**src/frj_pkg.sv**
```systemverilog
// constants and types for the file register and jump execution block
package frj_pkg;
    localparam int DATA_W = 8;
    localparam int ADDR_W = 5;
    localparam int PC_W = 11;
    localparam int IMM_W = 9;
    localparam int NUM_REGS = 32;
    localparam logic [7:0] ZERO_BYTE = 8'h00;
    localparam logic [7:0] ONE_BYTE = 8'h01;
    localparam logic [PC_W-1:0] PC_RESET = 11'h000;
    localparam logic [PC_W-1:0] PC_ONE = 11'h001;
    localparam logic [1:0] PAGE_RESET = 2'h0;
    localparam logic DEST_ACC = 1'b0;

    typedef enum logic [2:0] {
        OP_NONE = 3'b000,
        OP_CLEAR = 3'b001,
        OP_COMPLEMENT = 3'b010,
        OP_DECREMENT = 3'b011,
        OP_INCREMENT = 3'b100,
        OP_DEC_SKIP = 3'b101,
        OP_INC_SKIP = 3'b110,
        OP_JUMP = 3'b111
    } frj_op_t;

    typedef enum logic [0:0] {
        ST_EXEC = 1'b0,
        ST_FLUSH = 1'b1
    } frj_state_t;
endpackage

```
**src/frj_core.sv**
```systemverilog
// execution unit for clear, complement, decrement, increment, skip and jump
`timescale 1ns/1ps
module frj_core
    import frj_pkg::*;
(
    input wire logic CORE_CLK, // instruction clock, 40 MHz
    input wire logic RESET_N, // asynchronous reset, active low
    input wire logic INSTR_VALID, // an instruction is presented this cycle
    input wire frj_op_t INSTR_OP, // decoded operation
    input wire logic [ADDR_W-1:0] INSTR_REG, // register index in window
    input wire logic INSTR_DEST, // 0 accumulator, 1 register
    input wire logic [IMM_W-1:0] INSTR_IMM, // jump target low bits
    input wire logic [1:0] PAGE_SEL, // status page-select bits 6:5
    input wire logic [DATA_W-1:0] ACC_IN, // software preload of the accumulator
    input wire logic ACC_LOAD, // load ACC_IN into the accumulator
    output logic [DATA_W-1:0] ACC, // accumulator
    output logic ZERO_FLAG, // status zero flag
    output logic [PC_W-1:0] PROGRAM_COUNTER, // program counter
    output logic BUSY, // second cycle of a two-cycle instruction
    output logic RETIRED, // pulse: an instruction completed
    output logic SKIPPED, // pulse: a fetched instruction was discarded
    output logic REG_WE, // pulse: data register written
    output logic [ADDR_W-1:0] REG_WADDR, // index of written register
    output logic [DATA_W-1:0] REG_WDATA // value written
);
    logic [DATA_W-1:0] regs [NUM_REGS];
    frj_state_t state;
    frj_state_t next_state;
    logic [DATA_W-1:0] src;
    logic [DATA_W-1:0] next_result;
    logic [DATA_W-1:0] next_acc;
    logic [PC_W-1:0] next_pc;
    logic next_is_zero;
    logic next_zero_flag;
    logic next_busy;
    logic next_retired;
    logic next_skipped;
    logic accept;
    logic flushing;
    logic is_clear;
    logic is_jump;
    logic is_skip;
    logic uses_dest;
    logic sets_zero;
    logic skip_now;
    logic to_register;
    logic to_accumulator;

    // an instruction offered during the flush slot is ignored
    assign flushing = (state == ST_FLUSH);
    assign accept = INSTR_VALID && !flushing;
    assign src = regs[INSTR_REG];

    assign is_clear = (INSTR_OP == OP_CLEAR);
    assign is_jump = (INSTR_OP == OP_JUMP);
    assign is_skip = (INSTR_OP == OP_DEC_SKIP) || (INSTR_OP == OP_INC_SKIP);

    // result of the operation on the addressed register
    always_comb begin
        unique case (INSTR_OP)
            OP_CLEAR: next_result = ZERO_BYTE;
            OP_COMPLEMENT: next_result = ~src;
            OP_DECREMENT: next_result = src - ONE_BYTE;
            OP_INCREMENT: next_result = src + ONE_BYTE;
            OP_DEC_SKIP: next_result = src - ONE_BYTE;
            OP_INC_SKIP: next_result = src + ONE_BYTE;
            OP_NONE: next_result = src;
            OP_JUMP: next_result = src;
        endcase
    end

    // which results go anywhere and which touch the zero flag
    always_comb begin
        unique case (INSTR_OP)
            OP_NONE: begin
                uses_dest = 1'b0;
                sets_zero = 1'b0;
            end
            OP_CLEAR: begin
                uses_dest = 1'b1;
                sets_zero = 1'b1;
            end
            OP_COMPLEMENT: begin
                uses_dest = 1'b1;
                sets_zero = 1'b1;
            end
            OP_DECREMENT: begin
                uses_dest = 1'b1;
                sets_zero = 1'b1;
            end
            OP_INCREMENT: begin
                uses_dest = 1'b1;
                sets_zero = 1'b1;
            end
            OP_DEC_SKIP: begin
                uses_dest = 1'b1;
                sets_zero = 1'b0;
            end
            OP_INC_SKIP: begin
                uses_dest = 1'b1;
                sets_zero = 1'b0;
            end
            OP_JUMP: begin
                uses_dest = 1'b0;
                sets_zero = 1'b0;
            end
        endcase
    end

    assign next_is_zero = (next_result == ZERO_BYTE);
    assign skip_now = is_skip && next_is_zero;

    // clear ignores the destination bit and always writes the register
    assign to_register = accept && uses_dest && (is_clear || (INSTR_DEST != DEST_ACC));
    assign to_accumulator = accept && uses_dest && !is_clear && (INSTR_DEST == DEST_ACC);

    // data memory holds no reset value; a location reads unknown until written
    always_ff @(posedge CORE_CLK) begin
        if (to_register) begin
            regs[INSTR_REG] <= next_result;
        end
    end

    always_ff @(posedge CORE_CLK or negedge RESET_N) begin
        if (!RESET_N) begin
            REG_WE <= 1'b0;
        end else begin
            REG_WE <= to_register;
        end
    end

    // address and value of the last write stay until the next one
    always_ff @(posedge CORE_CLK or negedge RESET_N) begin
        if (!RESET_N) begin
            REG_WADDR <= '0;
            REG_WDATA <= ZERO_BYTE;
        end else if (to_register) begin
            REG_WADDR <= INSTR_REG;
            REG_WDATA <= next_result;
        end
    end

    // instruction results take priority over a software preload
    always_comb begin
        next_acc = ACC;
        if (to_accumulator) begin
            next_acc = next_result;
        end else if (ACC_LOAD) begin
            next_acc = ACC_IN;
        end
    end

    always_ff @(posedge CORE_CLK or negedge RESET_N) begin
        if (!RESET_N) begin
            ACC <= ZERO_BYTE;
        end else begin
            ACC <= next_acc;
        end
    end

    // skip variants, the jump and idle cycles leave the zero flag alone
    always_comb begin
        next_zero_flag = ZERO_FLAG;
        if (accept && sets_zero) begin
            next_zero_flag = next_is_zero;
        end
    end

    always_ff @(posedge CORE_CLK or negedge RESET_N) begin
        if (!RESET_N) begin
            ZERO_FLAG <= 1'b0;
        end else begin
            ZERO_FLAG <= next_zero_flag;
        end
    end

    // sequencing: jumps and taken skips add one flush slot
    always_comb begin
        next_state = state;
        next_pc = PROGRAM_COUNTER;
        next_busy = 1'b0;
        next_retired = 1'b0;
        next_skipped = 1'b0;
        unique case (state)
            ST_EXEC: begin
                if (accept) begin
                    if (is_jump) begin
                        next_pc = {PAGE_SEL, INSTR_IMM};
                        next_state = ST_FLUSH;
                        next_busy = 1'b1;
                    end else if (skip_now) begin
                        next_pc = PROGRAM_COUNTER + PC_ONE;
                        next_state = ST_FLUSH;
                        next_busy = 1'b1;
                    end else begin
                        next_pc = PROGRAM_COUNTER + PC_ONE;
                        next_retired = 1'b1;
                    end
                end
            end
            ST_FLUSH: begin
                // the prefetched word is discarded; a no-operation fills this cycle
                next_pc = PROGRAM_COUNTER + PC_ONE;
                next_state = ST_EXEC;
                next_retired = 1'b1;
                next_skipped = 1'b1;
            end
        endcase
    end

    always_ff @(posedge CORE_CLK or negedge RESET_N) begin
        if (!RESET_N) begin
            state <= ST_EXEC;
        end else begin
            state <= next_state;
        end
    end

    always_ff @(posedge CORE_CLK or negedge RESET_N) begin
        if (!RESET_N) begin
            PROGRAM_COUNTER <= PC_RESET;
        end else begin
            PROGRAM_COUNTER <= next_pc;
        end
    end

    always_ff @(posedge CORE_CLK or negedge RESET_N) begin
        if (!RESET_N) begin
            BUSY <= 1'b0;
        end else begin
            BUSY <= next_busy;
        end
    end

    always_ff @(posedge CORE_CLK or negedge RESET_N) begin
        if (!RESET_N) begin
            RETIRED <= 1'b0;
        end else begin
            RETIRED <= next_retired;
        end
    end

    always_ff @(posedge CORE_CLK or negedge RESET_N) begin
        if (!RESET_N) begin
            SKIPPED <= 1'b0;
        end else begin
            SKIPPED <= next_skipped;
        end
    end
endmodule

```
**config.mk**
```make
export PLATFORM = sky130hd
export DESIGN_NAME = frj_core
export DESIGN_NICKNAME = d
export VERILOG_FILES = /design/src/frj_pkg.sv /design/src/frj_core.sv
export SDC_FILE = /design/constraint.sdc
export NUM_CORES = 1
export LEC_CHECK = 0
export BUFFER_PORTS_ARGS = -buffer_cell sky130_fd_sc_hd__buf_2
export CORE_MARGIN = 1.5
export CORE_UTILIZATION = 30
export DETAILED_ROUTE_END_ITERATION = 16
export GPL_ROUTABILITY_DRIVEN = 0
export GPL_TIMING_DRIVEN = 0
export HOLD_SLACK_MARGIN = 0.08
export PLACE_DENSITY_LB_ADDON = 0.2
export RECOVER_POWER = 100
export SYNTH_ARGS = -nofsm -noshare
export SYNTH_HDL_FRONTEND = slang
export SYNTH_SLANG_ARGS = --single-unit
```
**constraint.sdc**
```tcl
create_clock -name CORE_CLK -period 11.6 [get_ports CORE_CLK]
set_input_delay 2.32 -clock CORE_CLK [delete_from_list [all_inputs] [get_ports CORE_CLK]]
set_output_delay 2.32 -clock CORE_CLK [all_outputs]
set_load 0.02 [all_outputs]
```
### After elaboration in Yosys (flattened, before gate mapping)

Memory sizes are Yosys's and may differ from the RTL's.
Cells that the tools add are included.

| operators by class | value |
|---|---|
| reduce and logical (&&, ||, !) cells | 17 |
| mux-type cells | 18 |
| bitwise gates (word level) | 3 |
| add/subtract/negate cells | 3 |
| eq/ne operators | 8 |

Operators by type and width:

| kind | number |
|---|---|
| $pmux 8 s5 | 1 |
| $mux 11 | 2 |
| $pmux 11 s2 | 1 |
| $mux 8 | 2 |
| $eq 3x3->1 const B | 4 |
| $add 11x1->11 const B | 1 |
| $mux 1 | 10 |
| $add 8x1->8 const B | 1 |
| $logic_not 8->1 | 1 |
| $not 8->8 | 1 |
| $sub 8x1->8 const B | 1 |
| $logic_and 1x1->1 | 7 |
| $eq 3x2->1 const B | 2 |
| $reduce_or 2->1 | 3 |
| $pmux 1 s2 | 2 |
| $eq 3x1->1 const B | 1 |
| $logic_not 3->1 | 1 |
| $logic_not 1->1 | 2 |
| $logic_or 1x1->1 | 2 |
| $ne 2x2->1 const B | 1 |
| $not 1->1 | 2 |
| $reduce_bool 2->1 | 1 |

| word-level totals | value |
|---|---|
| output and inout bits | 37 |
| RAM bits | 256 |
| ROM bits | 16 |
| word-level logic and storage cells | 61 |
| register bits | 38 |
| memories kept | 2 |
| input port bits | 32 |

Memories:

| memory | words | bits a word | read ports | clocked after Yosys merged registers in | wr ports | RTL line | source |
|---|---|---|---|---|---|---|---|
| regs | 32 | 8 | 1 | 0 | 1 | frj_core.sv:26 | `logic [DATA_W-1:0] regs [NUM_REGS];` |
| (no name shown) | 8 | 2 | 1 | 0 | 0 | frj_core.sv:74 | `unique case (INSTR_OP)` |

### Depth between registers and ports, before layout

| logic depth | value |
|---|---|
| word-level depth | 9 |
| gate-level depth with buffers | 19 |

### Worst setup path before layout

No wires, ideal clock.

| timing | value |
|---|---|
| path kind | input-to-reg |
| from | input port INSTR_REG[1] |
| to | register BUSY |
| required time | 11.478 ns |
| buffers on the path | 4 |
| slack | 4.959 ns |
| stages on the path | 18 |
| data arrival time | 6.519 ns |
| path through | buf_2 -> buf_4 -> buf_6 -> buf_2 -> mux4_2 -> a22oi_1 -> nand4_1 -> ha_1 -> and3_1 -> a22o_1 -> o21a_1 -> nor2_1 -> nand2_1 -> o311a_1 -> a32oi_2 -> nand4b_1 -> maj3_2 -> nor3b_2 |

| on the way | value |
|---|---|
| word-level cells in the longest chain between the ends | 9 |

RTL lines:

| element | RTL line | source |
|---|---|---|
| start, declared | frj_core.sv:10 | `input wire logic [ADDR_W-1:0] INSTR_REG,` |
| $mem_v2 32x8 (*) | - |  |
| $add 8x1->8, or another cell as far along | frj_core.sv:64, frj_core.sv:66 |  |
| $pmux 8 s5 (*) | frj_core.sv:60 | `unique case (INSTR_OP)` |
| named net next_result[7] | frj_core.sv:30 | `logic [DATA_W-1:0] next_result;` |
| $logic_not 8->1 (*) | frj_core.sv:110 | `assign next_is_zero = (next_result == ZERO_BYTE);` |
| $logic_and 1x1->1 (*) | frj_core.sv:111 | `assign skip_now = is_skip && next_is_zero;` |
| $mux 1 (*) | frj_core.sv:191 | `end else if (skip_now) begin` |
| $mux 1 (*) | frj_core.sv:187 | `if (is_jump) begin` |
| $mux 1 (*) | frj_core.sv:186 | `if (accept) begin` |
| $mux 1 (*) | frj_core.sv:184 | `unique case (state)` |
| named net next_busy | frj_core.sv:35 | `logic next_busy;` |
| end signal, assigned | frj_core.sv:231 | `BUSY <= next_busy;` |
| end, declared | frj_core.sv:19 | `output logic BUSY,` |

Mark *: on every way through the listed nets, which the timed path passes. The rest lies on a longest branch.
A chain may end at the register's enable or synchronous reset.

### Worst setup path in the final report

Same ends and word-level chain as after synthesis.

==> out/qor.yml <==
synth:
  seq_area_frac_synth: 0.680
  synth-edff-count: 256
  synth_cells: 798
  synth_flop_cell: "edfxtp_1"
  async_flop_share: 0.126
  synth_nets: 839
  yosys_register_bits: 293
  yosysTopAreaCellShare: 0.607
  synth_top_cell_by_area: "edfxtp_1"
  post_synth.cell_area_avg_um2: 15.9
  synth_cell_types: 74
  netlist_area_um2: 12700
  synth_area_leaders: "edfxtp_1 61%, dfrtp_1 7.3%, mux2i_1 5.8%"
  yosysWarningCount: 0
drt:
  ant_nets: 0
  route.detailed.drc: 0
  drtIter0Drc: 683
  avgRoutedWirePerCell_um: 23.5
  wirelength_mm: 34.5
  dr_total_vias: 7557
  dr.pass1.iters: 5
  avgViaCountPerCell: 5.15
worst_hold_path:
  holdPathStages: 1
  hold_path.class: "register to register"
sta:
  setup_viol: 0
  period_share: 0.800
  hold_violations: 0
  setup_ws_ns: 2.32
  fin_crit_ns: 9.28
  slew_viol_final: 94
  worstMarginPinSlew_ns: 2.09
  finalClockSkew_ns: 0.0299
  finalSetupTns_ns: 0
  slew_headroom: -0.394
  rsz0062_at_grt: "no"
  holdWs_ns: 0.505
  fmax_ghz: 0.108
flow_run:
  max_cap_violations: 3
outcome:
  outcome: "complete, but fails checks"
  violations: "max-capacitance violations, max-slew violations"
finish:
  diodes: 0
  fin_cells: 1467
  drive_above_1_share: 0.170
  mostFrequentLayoutCell: "edfxtp_1"
  area_growth_pct: 16.1
  final_nets: 945
  finish.utilization: 0.352
  layout_common_cells: "256 x edfxtp_1, 74 x mux2i_1, 72 x clkbuf_1, 64 x nor2_1"
pwr:
  switching_share: 0.270
  p_seq_frac: 0.469
  p_int_w: 0.00201
  p_comb_frac: 0.144
  leakagePower_nw: 5.02
  worst_ir_drop_vdd_v: 0.000100
  power.share.clock: 0.387
  netSwitchingPower_w: 0.000744
  power.density_nw_per_um2: 187
critical_path:
  critical_path_class: "input port to register"
  critPathMostFrequentCell: "clkbuf_1"
  crit_path_max_fanout: 35
  critPathSlowestCell: "nand3_1"
  cp-start-kind: "input port"
  critPathCaptureType: "register"
  crit_chain: "clkbuf_1, clkbuf_1, clkbuf_1, mux4_2, a22oi_1, nand4_1, ha_1, o21ai_0, o21ai_0, o2111ai_1, o21a_1, a21oi_1, nand3_1, nor4b_1, nand4b_1, maj3_2, nor3b_2"
  cp_data_arrival_time_ns: 9.71
  required_ns: 12.03
  worstRegToRegCells: 16
  critPathMaxStageDelay_ns: 1.06
die:
  placement_rows: 75
  die_width_um: 208
  ios: 69
  die_area_um2: 43400
  core_area_um2: 41800
  die_h_um: 208
  start_util: 0.303
placement:
  dpl.hpwl_mm: 23.8
  pre_cts_slack_ns: 3.50
  numPortBuffers: 65
  dp.cells: 1407
cts:
  clk_pin_slew_ns: 0.06
  ctsResizeCount: 0
  cts_sinks: 293
  ctsRootBufferMaster: "clkbuf_16"
  cts_tree: "yes"
  h-tree-depth: 2
  clk_path_buf_depth: 3
  clk_latency_ns: 0.53
  cts_buffers: 34
  cts_setup_buffers: 0
  postCtsHoldBufs: 0
global_routing:
  grt_pass1_vias: 7761
  grt_max_degree: 38
  track_usage: 0.159
  overflow: 0
  antenna_found_initial: 0
  grt_pass1_wl_mm: 51.2
## power by group through the flow
stage	Clock, W	Sequential, W	Combinational, W
finish	0.00107	0.00129	0.000396
global route	0.00113	0.00130	0.000434
CTS	0.00109	0.00129	0.000426
detailed placement	0	0.00131	0.000426
global placement	0	0.00131	0.000408
floorplan	0	0.00135	0.000214
## cells in the mapped netlist (5+ instances only)
master	count
mux4_2	32
nor3_1	10
ha_1	8
mux2i_1	74
mux2_2	12
buf_6	10
nor4_1	7
edfxtp_1	256
o21ai_0	16
buf_2	6
and3_1	5
a21oi_1	29
dfrtp_1	37
clkbuf_1	16
inv_1	12
and2_1	6
buf_4	7
nand4_1	5
nor2_1	64
nand3b_1	5
nand2_1	24
a22oi_1	16
o22ai_1	37
nand3_1	11
## logic make-up after synthesis
group / share of synthesized area
AOI/OAI and AO/OA: 0.0770
xor gates and xnor gates: 0.00138
buffers and inverters: 0.0252
DFF: 0.680
muxes: 0.126
adders and majority gates: 0.0104
and+or+nand+nor: 0.0797
## worst max-delay path, delay by kind of cell
kind / cells / cell delay (ns)
AO/OA/AOI/OAI: 6 / 1.10
adder cells (fa/ha/maj): 2 / 0.91
buffers and inverters: 3 / 2.32
multiplexers: 1 / 0.42
AND/OR/NAND/NOR: 5 / 2.62
## final timing paths
path,start,to,slack (ns)
max reg2reg,regs[11][0],BUSY,5.50
max,INSTR_REG[1],BUSY,2.32
min in group asynchronous,RESET_N,PROGRAM_COUNTER[1],2.41
min,REG_WDATA[1],REG_WDATA[1],0.50
min reg2reg,REG_WDATA[1],REG_WDATA[1],0.50
max in group asynchronous,RESET_N,ACC[5],7.99
## cell type report
cell class | instances | area [um2]
buffer | 41 | 259
clock buffer | 43 | 926
tap | 539 | 674
sequential | 293 | 8610
timing repair buffer | 70 | 294
clock inverter | 17 | 188
fill | 4013 | 27100
inverter | 12 | 45.0
multi-input combinational | 452 | 3700
## stage by stage
stage / cell area (um2) / total power (W)
6_report: 14700 / 0.00275
3_3_place_gp: 13700 / 0.00172
3_5_place_dp: 13700 / 0.00174
4_1_cts: 14900 / 0.00280
5_1_grt: 14700 / 0.00286
2_1_floorplan: 12700 / 0.00156
## flip-flops by register name, summed over array words and instances (netlist names)
register / cells
ACC: 8
REG_WADDR: 5
regs: 256
SKIPPED: 1
REG_WE: 1
BUSY: 1
RETIRED: 1
ZERO_FLAG: 1
PROGRAM_COUNTER: 11
REG_WDATA: 8
## metal layers
layer  vias to the layer above  wire, um  GRT usage  part of all wire
met2                       188     16100      0.250              0.47
met1                      3899     15700      0.226              0.46
met5                         -         0          0                 0
met3                        55      1670     0.0243             0.049
met4                         0       934     0.0534             0.027
li1                       3415         -          -                 -
Power figures use the tool's default switching activity.
